## config.mk

```make
export PLATFORM = sky130hd
export DESIGN_NAME = encoder_error_log_access
export DESIGN_NICKNAME = d
export VERILOG_FILES = /design/src/design/elog_pkg.sv /design/src/design/elog_mem_if.sv /design/src/design/elog_store.sv /design/src/design/encoder_error_log_access.sv
export VERILOG_INCLUDE_DIRS = /design/src /design/src/design
export SDC_FILE = /design/constraint.sdc
export NUM_CORES = 2
export LEC_CHECK = 0
export BUFFER_PORTS_ARGS = -buffer_cell sky130_fd_sc_hd__buf_2
export CORE_UTILIZATION = 66
export CTS_CLUSTER_DIAMETER = 200
export CTS_CLUSTER_SIZE = 25
export DETAILED_ROUTE_END_ITERATION = 8
export HOLD_SLACK_MARGIN = 0.08
export PLACE_DENSITY = 0.91
export SYNTH_ARGS = -nofsm -noshare
export SYNTH_HDL_FRONTEND = slang
export SYNTH_SLANG_ARGS = --single-unit
```

## constraint.sdc

```tcl
create_clock -name clk -period 7.65 [get_ports clk]
set_clock_uncertainty 0.2 [all_clocks]
set_input_delay 1.1475 -clock clk [delete_from_list [all_inputs] [get_ports clk]]
set_output_delay 1.1475 -clock clk [all_outputs]
set_load 0.02 [all_outputs]
```

## src/design/elog_defs.svh

```systemverilog
// Constants of the error-log resource: resource address, control codes,
// offsets, entry field positions and reset values.
// Assumes it is included by its bare name from design and bench files.
`ifndef ELOG_DEFS_SVH
`define ELOG_DEFS_SVH

// Resource address bytes and the read control value
`define ELOG_ADDR_HIGH     8'h7c
`define ELOG_ADDR_LOW      8'hcc
`define ELOG_CTRL_READ     8'h01

// Offset encodings
`define ELOG_INDEX_COUNT   8'h00
`define ELOG_HALF_FIRST    8'h00
`define ELOG_HALF_SECOND   8'h01

// Release status values
`define ELOG_REL_BUSY      2'h0
`define ELOG_REL_DONE      2'h1

// Defining values reported by the resource
`define ELOG_DATA_SIZE     8'h10
`define ELOG_DATA_TYPE     8'h20

// Entry geometry and field positions, bit index of the low byte
`define ELOG_ENTRY_BITS    128
`define ELOG_MSG_BYTES     8
`define ELOG_POS_TIME      0
`define ELOG_POS_TEMP      32
`define ELOG_POS_LED       48
`define ELOG_POS_SUPPLY    64
`define ELOG_POS_SPEED     80
`define ELOG_POS_ACCEL     96
`define ELOG_POS_RSVD      112
`define ELOG_POS_CODE      120
`define ELOG_RSVD_VALUE    8'h00

`endif

```

## src/design/elog_pkg.sv

```systemverilog
// Types of the error-log resource: request state machine encoding.
// Assumes elog_defs.svh carries every numeric constant.
package elog_pkg;

  // One-hot states of the parameter read sequencer
  typedef enum logic [3:0] {
    st_idle  = 4'b0001,
    st_fetch = 4'b0010,
    st_load  = 4'b0100,
    st_done  = 4'b1000
  } state_type;

endpackage

```

## src/design/elog_mem_if.sv

```systemverilog
// Carrier between the log sequencer and the entry store.
// Assumes one clock; write and read ports are independent.
`timescale 1ns/1ns
interface elog_mem_if #(
  parameter int AW = 4,
  parameter int DW = 128
);
  logic          we;
  logic [AW-1:0] waddr;
  logic [DW-1:0] wdata;
  logic [AW-1:0] raddr;
  logic [DW-1:0] rdata;

  modport writer (output we, output waddr, output wdata, output raddr, input rdata);
  modport store  (input we, input waddr, input wdata, input raddr, output rdata);
endinterface

```

## src/design/elog_store.sv

```systemverilog
// Entry store of the error log: one write port, one registered read port.
// Assumes a single clock; stands in for the non-volatile array.
`timescale 1ns/1ns
module elog_store #(
  parameter int AW = 4,
  parameter int DW = 128
) (
  input wire logic clk,
  elog_mem_if.store mem
);

  logic [DW-1:0] cells [0:(1<<AW)-1];

  // ****************************************
  // Storage and registered read
  // ****************************************
  // No reset: stored entries survive, only the pointers restart
  always_ff @(posedge clk) begin
    if (mem.we) begin
      cells[mem.waddr] <= mem.wdata;
    end
    mem.rdata <= cells[mem.raddr];
  end

endmodule

```

## src/design/encoder_error_log_access.sv

```systemverilog
// Error-log resource of an encoder: logs errors into a ring of 16-byte
// entries and answers offset-addressed long-message reads.
// Assumes the request bytes arrive together with a one-cycle strobe,
// all inputs synchronous to clk.
`timescale 1ns/1ns
`include "elog_defs.svh"
module encoder_error_log_access #(
  parameter int ENTRY_ADDR_WIDTH = 4
) (
  input  wire logic        clk,
  input  wire logic        resetn,
  input  wire logic        err_valid,
  input  wire logic [7:0]  err_code,
  input  wire logic        setup_err_valid,
  input  wire logic [7:0]  setup_err_code,
  input  wire logic [15:0] acceleration,
  input  wire logic [15:0] rotation_speed,
  input  wire logic [15:0] supply_mv,
  input  wire logic [15:0] led_current,
  input  wire logic [15:0] temperature,
  input  wire logic [31:0] time_stamp,
  input  wire logic        param_write,
  input  wire logic [7:0]  param_resource_addr_high,
  input  wire logic [7:0]  param_resource_addr_low,
  input  wire logic [7:0]  param_offset_high,
  input  wire logic [7:0]  param_offset_low,
  input  wire logic [7:0]  param_transaction_control,
  output logic [1:0]       param_release_status,
  output logic             param_error,
  output logic [7:0]       param_data_byte0,
  output logic [7:0]       param_data_byte1,
  output logic [7:0]       param_data_byte2,
  output logic [7:0]       param_data_byte3,
  output logic [7:0]       param_data_byte4,
  output logic [7:0]       param_data_byte5,
  output logic [7:0]       param_data_byte6,
  output logic [7:0]       param_data_byte7,
  output logic             err_indicate,
  output logic [7:0]       stored_count,
  output logic [7:0]       resource_data_size,
  output logic [7:0]       resource_data_type
);

  localparam int AW      = ENTRY_ADDR_WIDTH;
  localparam int EW      = `ELOG_ENTRY_BITS;
  localparam int ENTRIES = 1 << AW;
  // Index byte is eight bits, so capacity tops out at 255 usable entries
  localparam logic [7:0] CAPACITY = (ENTRIES > 255) ? 8'hff : 8'(ENTRIES);

  elog_mem_if #(.AW(AW), .DW(EW)) mem ();

  elog_store #(.AW(AW), .DW(EW)) store (
    .clk (clk),
    .mem (mem)
  );

  // ****************************************
  // Entry assembly
  // ****************************************
  logic [EW-1:0]   snapshot;
  logic [EW-1:0]   pend_entry;
  logic            pend;
  logic [EW-1:0]   log_entry;
  logic            log_write;
  logic [7:0]      log_code;

  // sample values
  // Process values are taken in the cycle the error is flagged
  assign snapshot[`ELOG_POS_TIME +: 32]   = time_stamp;
  assign snapshot[`ELOG_POS_TEMP +: 16]   = temperature;
  assign snapshot[`ELOG_POS_LED +: 16]    = led_current;
  assign snapshot[`ELOG_POS_SUPPLY +: 16] = supply_mv;
  assign snapshot[`ELOG_POS_SPEED +: 16]  = rotation_speed;
  assign snapshot[`ELOG_POS_ACCEL +: 16]  = acceleration;
  assign snapshot[`ELOG_POS_RSVD +: 8]    = `ELOG_RSVD_VALUE;
  assign snapshot[`ELOG_POS_CODE +: 8]    = log_code;
  // time in low bytes
  // Time occupies bytes 3..0 through the position constant above

  // A live error takes the write slot; a setup error waits in pend for the first cycle without a live error
  assign log_code  = err_valid ? err_code : setup_err_code;
  assign log_write = err_valid | pend;
  assign log_entry = err_valid ? snapshot : pend_entry;

  // setup errors logged
  // Held until a cycle without a live error, so that a simultaneous live error is not lost
  always_ff @(posedge clk or negedge resetn) begin
    if (!resetn) begin
      pend       <= 1'b0;
      pend_entry <= '0;
    end else if (setup_err_valid) begin
      pend       <= 1'b1;
      pend_entry <= {setup_err_code, snapshot[EW-9:0]};
    end else if (!err_valid) begin
      pend <= 1'b0;
    end
  end

  // ****************************************
  // Ring pointers
  // ****************************************
  logic [AW-1:0] wr_ptr;
  logic [7:0]    count;
  logic          ring_full;

  assign ring_full = (count == CAPACITY);

  // overwrite oldest
  // The write pointer wraps and the count saturates at capacity
  always_ff @(posedge clk or negedge resetn) begin
    if (!resetn) begin
      wr_ptr <= '0;
      count  <= 8'h00;
    end else if (log_write) begin
      wr_ptr <= wr_ptr + 1'b1;
      if (!ring_full) begin
        count <= count + 8'h01;
      end
    end
  end

  assign mem.we    = log_write;
  assign mem.waddr = wr_ptr;
  assign mem.wdata = log_entry;

  // signal the error
  // One-cycle notice towards the drive application per stored error
  always_ff @(posedge clk or negedge resetn) begin
    if (!resetn) begin
      err_indicate <= 1'b0;
      stored_count <= 8'h00;
    end else begin
      err_indicate <= log_write;
      stored_count <= count;
    end
  end

  // ****************************************
  // Request decode
  // ****************************************
  elog_pkg::state_type state;
  elog_pkg::state_type next_state;
  logic                own_request;
  logic                take;
  logic                want_count;
  logic                bad_half;
  logic                bad_index;
  logic                req_error;
  logic [AW-1:0]       entry_addr;
  logic [AW-1:0]       rd_addr;
  logic                half;

  // master command bytes
  // Only a read of this resource is accepted; other resources are not ours
  assign own_request = (param_resource_addr_high == `ELOG_ADDR_HIGH)
                     & (param_resource_addr_low == `ELOG_ADDR_LOW)
                     & (param_transaction_control == `ELOG_CTRL_READ);
  // Requests are refused while a fetch is still running
  // A write during a fetch is dropped silently, so the master has to wait
  // for release before it sends the next request
  assign take = param_write & own_request
              & (state == elog_pkg::st_idle || state == elog_pkg::st_done);

  assign want_count = (param_offset_low == `ELOG_INDEX_COUNT);
  assign bad_half   = (param_offset_high != `ELOG_HALF_FIRST)
                    & (param_offset_high != `ELOG_HALF_SECOND);
  // capacity bound
  // Count never exceeds capacity, so this also bounds the offset
  // Judged against the live count, so an entry stored in the cycle before
  // a request is already readable
  assign bad_index  = (param_offset_low > count);
  assign req_error  = bad_half | (bad_index & ~want_count);

  // offset selects entry
  // Entry k sits k places behind the write pointer in the ring
  assign entry_addr = wr_ptr - param_offset_low[AW-1:0];

  // ****************************************
  // Read sequencer
  // ****************************************
  // Store read takes a cycle for the address and one for the data
  // Limitation: an error stored in the cycle a request is taken may overwrite the cell
  // to be read, and the answer then shows the newer entry
  always_comb begin
    next_state = state;
    case (state)
      elog_pkg::st_idle,
      elog_pkg::st_done: begin
        if (take) begin
          next_state = (req_error | want_count) ? elog_pkg::st_done : elog_pkg::st_fetch;
        end
      end
      elog_pkg::st_fetch: begin
        next_state = elog_pkg::st_load;
      end
      elog_pkg::st_load: begin
        next_state = elog_pkg::st_done;
      end
      default: begin
        next_state = elog_pkg::st_idle;
      end
    endcase
  end

  always_ff @(posedge clk or negedge resetn) begin
    if (!resetn) begin
      state <= elog_pkg::st_idle;
    end else begin
      state <= next_state;
    end
  end

  // Address and half are held for the whole fetch
  always_ff @(posedge clk or negedge resetn) begin
    if (!resetn) begin
      rd_addr <= '0;
      half    <= 1'b0;
    end else if (take) begin
      rd_addr <= entry_addr;
      // Only bit zero picks the half; the other bits are judged by bad_half
      half    <= param_offset_high[0];
    end
  end

  assign mem.raddr = rd_addr;

  // ****************************************
  // Answer buffer
  // ****************************************
  logic [63:0] msg;
  logic [63:0] fetched;

  // eight-byte halves
  // Half zero carries entry bytes 0..7, half one bytes 8..15
  assign fetched = half ? mem.rdata[EW-1:64] : mem.rdata[63:0];

  // Error answers leave the buffer cleared rather than stale
  always_ff @(posedge clk or negedge resetn) begin
    if (!resetn) begin
      msg                  <= 64'h0;
      param_error          <= 1'b0;
      param_release_status <= `ELOG_REL_BUSY;
    end else if (take) begin
      param_error          <= req_error;
      param_release_status <= (req_error | want_count) ? `ELOG_REL_DONE : `ELOG_REL_BUSY;
      msg                  <= (want_count & ~req_error) ? {56'h0, count} : 64'h0;
    end else if (state == elog_pkg::st_load) begin
      msg                  <= fetched;
      param_release_status <= `ELOG_REL_DONE;
    end
  end

  assign param_data_byte0 = msg[7:0];
  assign param_data_byte1 = msg[15:8];
  assign param_data_byte2 = msg[23:16];
  assign param_data_byte3 = msg[31:24];
  assign param_data_byte4 = msg[39:32];
  assign param_data_byte5 = msg[47:40];
  assign param_data_byte6 = msg[55:48];
  assign param_data_byte7 = msg[63:56];

  // ****************************************
  // Defining values
  // ****************************************
  // size and type
  always_ff @(posedge clk or negedge resetn) begin
    if (!resetn) begin
      resource_data_size <= `ELOG_DATA_SIZE;
      resource_data_type <= `ELOG_DATA_TYPE;
    end else begin
      resource_data_size <= `ELOG_DATA_SIZE;
      resource_data_type <= `ELOG_DATA_TYPE;
    end
  end

endmodule

```

==> run_results.csv <==
group,metric,value,unit
setup_path,worstSetupPathType,"input port to register",
grt,grt_pass1_wl,314000,um
cts,cts_max_path_buffers,3,
setup_path,max_stage_delay,0.87,ns
route,wire_per_inst,39.7,um
worst_hold_path,hold_path.class,"input port to async pin",
cts,cts_tree,"built",
cts,clk_pin_slew,0.10,ns
cts,cts.sinks,2257,
status,status,"finished, final reports clean",
setup_path,crit_path_start,"err_valid",
place,portBuffers,247,
cts,cts_setup_buffers,0,
cts,clock_latency,0.74,ns
timing,final.min_clock_period,5.01,ns
synth,synth_edf_count,1920,
synth,synthTopCellsByCount,"1920 x edfxtp_1, 600 x mux4_2, 240 x mux2_2",
power,power_density,280,nW/um2
cts,cts.repair.resized,0,
setup_path,critPathRequiredTime,7.81,ns
synth,postSynthAreaPerCell,23.2,um2
power,irDropWorstVdd,211,uV
floorplan,die_area,130000,um2
grt,grt_max_degree,138,
finish,seqCellArea,65500,um2
synth,netlist.area_leader.share,67.9,%
synth,synth_area,85000,um2
setup_path,startpoint_type,"input port",
timing,fin_setup_tns,0,ns
setup_path,rrSetupSlack,3.53,ns
setup_path,cp_max_fo,68,
run,drv_cap,0,
floorplan,row_count,131,
setup_path,critPathTopFamily,"buffers and inverters",
finish,multi_input_area,18700,um2
place,dpl.hpwl,119000,um
floorplan,fp.dieH,361,um
floorplan,die_w,361,um
setup_path,path_cells,"buf_6 > nor2_1 > clkinv_1 > and3_1 > and2_4 > buf_4 > buf_4",
route,drt-total-wl,223000,um
setup_path,cpMaxStageDelayCell,"buf_4",
finish,finalNetCount,4048,
setup_path,r2r-start,"mem.waddr[1]$_DFFE_PN0P_",
timing,worst_pin_slew,1.13,ns
finish,nFillCells,6567,
cts,cts_root_buffer,"clkbuf_16",
synth,ys_warn_count,0,
cts,numCtsBuffers,100,
setup_path,critPathArrivalTime,5.17,ns
route,ant_nets,0,
place,gp_congestion,0.783,
cts,cts_hold_buf,0,
floorplan,core,128000,um2
route,drc,0,
finish,drive_gt1_share,32.0,%
synth,yosysTopAreaCell,"edfxtp_1",
synth,ys_seq_area_share,77.1,%
synth,synthFlopType,"edfxtp_1",
route,first_pass_iters,6,
timing,final_max_slew_viol_count,0,
setup_path,critPathBufInv,4,
power,total_power,0.0255,W
setup_path,worstSetupEndpointType,"register",
setup_path,r2r_cells,5,
route,viasPerCell,7.53,
synth,synth_area_leaders,"edfxtp_1 68%, mux4_2 16%, dfrtp_1 6.4%, mux2_2 3.2%, dfxtp_1 2.8%",
timing,setup_violations,0,
synth,ys_seq_elements,2257,
grt,antenna_found_initial,21,
cts,ctsHtreeMaxLevel,3,
finish,syn_to_final_growth,7.18,%
grt,overflow,0,
synth,yosysUniqueCellTypes,45,
floorplan,ios,265,
setup_path,crit_top_cell,"buf_4",
timing,slew_headroom,24.5,%
synth,syn_inst,3659,
route,drtIter0Drc,6958,
synth,async_reset_ff_share,9.61,%
timing,fin_crit_sh,65.5,%
grt,grt_pass1_vias,42462,
timing,hold_viol,0,
floorplan,start_util,66.6,%
grt,grt.total_usage,34.7,%
timing,rsz0062_at_grt,"false",
power,leakagePower,29.5,nW
route,num_vias,42330,
timing,fmax,200,MHz
setup_path,r2r_end,"store.cells[13][105]$_DFFE_PP_",
synth,yosysMostFrequentCell,"edfxtp_1",
layout by cell type (no fill, tap or decap), types with 16 or more instances in the layout:
cell / count
and2_4: 16
conb_1: 17
clkbuf_1: 82
mux4_2: 600
ha_1: 17
nor2_1: 71
buf_2: 244
dfrtp_1: 211
mux2i_1: 58
inv_1: 17
buf_4: 26
clkbuf_16: 101
edfxtp_1: 1920
dfxtp_1: 120
a211oi_1: 49
buf_12: 18
a21oi_1: 18
mux2_2: 240
power breakdown:
group          internal [W]  switching [W]
Clock               0.00255        0.00372
Sequential           0.0155       0.000723
Combinational      0.000881        0.00216
Total                0.0189        0.00661
area by class of cell:
cell class	instances	area share (%)
Inverter	18	0.0742
Timing Repair Buffer	291	1.99
Antenna cell	14	0.0385
Clock buffer	183	3.11
Clock inverter	6	0.0865
Tap cell	1662	2.28
Sequential cell	2257	71.9
Multi-Input combinational cell	1189	20.5
flip-flops by register name, indices dropped and copies added (netlist names), 4 cells and up:
signal / cells
store.mem.rdata: 120
mem.raddr: 4
count: 8
state: 4
stored_count: 8
mem.waddr: 4
pend_entry: 120
msg: 64
store.cells: 1920
how the worst max path moves through the flow:
| stage | to | slack, ns | cells past startpoint |
|---|---|---|---|
| 2_1_floorplan | store.cells[4][0]$_DFFE_PP_ | 2.42 | 6 |
| 3_3_place_gp | store.cells[15][104]$_DFFE_PP_ | 2.27 | 7 |
| 3_5_place_dp | store.cells[15][104]$_DFFE_PP_ | 2.09 | 7 |
| 4_1_cts | store.cells[15][21]$_DFFE_PP_ | 2.78 | 7 |
| 5_1_grt | store.cells[15][39]$_DFFE_PP_ | 2.66 | 7 |
| 6_report | store.cells[15][105]$_DFFE_PP_ | 2.64 | 7 |
cell families after synthesis:
family / share of synthesized area (%)
flip-flops: 77.1
multiplexers: 19.8
buffers and inverters: 1.09
AND/OR/NAND/NOR: 0.929
AO/OA/AOI/OAI: 0.676
adder cells (fa/ha/maj): 0.274
XOR/XNOR: 0.144
other: 0.00884
worst register-to-register path, stage by stage (launching register included):
cell and delay, ns:
dfrtp_1 0.49, inv_1 0.23, ha_1 0.35, and2_4 0.65, buf_4 0.85, buf_4 0.86
stage by stage:
| stage | cell area [um2] | std cells | utilization, % | hold slack, ns | setup WS, ns |
|---|---|---|---|---|---|
| after detailed placement | 88100 | 5417 | 69.0 | 0.271 | 2.09 |
| after CTS | 91000 | 5606 | 71.3 | 0.209 | 2.78 |
| final | 91100 | 5620 | 71.3 | 0.182 | 2.64 |
| after floorplan | 85000 | 3674 | - | 0.193 | 2.42 |
| after global placement | 88100 | 5417 | 69.0 | 0.245 | 2.27 |
| after global routing | 91100 | 5617 | 71.3 | 0.244 | 2.66 |
layer usage:
metal  part of all wire [%]  up-vias  global-route usage [%]  routed length [um]
met5                  0.026        -                       0                  59
met4                    6.2        8                    18.4               13900
met3                     10      739                    5.51               23200
met2                     51     3903                    57.8              113000
met1                     33    22112                    44.6               72700
li1                       -    15568                       -                   -
No activity file was read; power rests on OpenSTA's default activity.
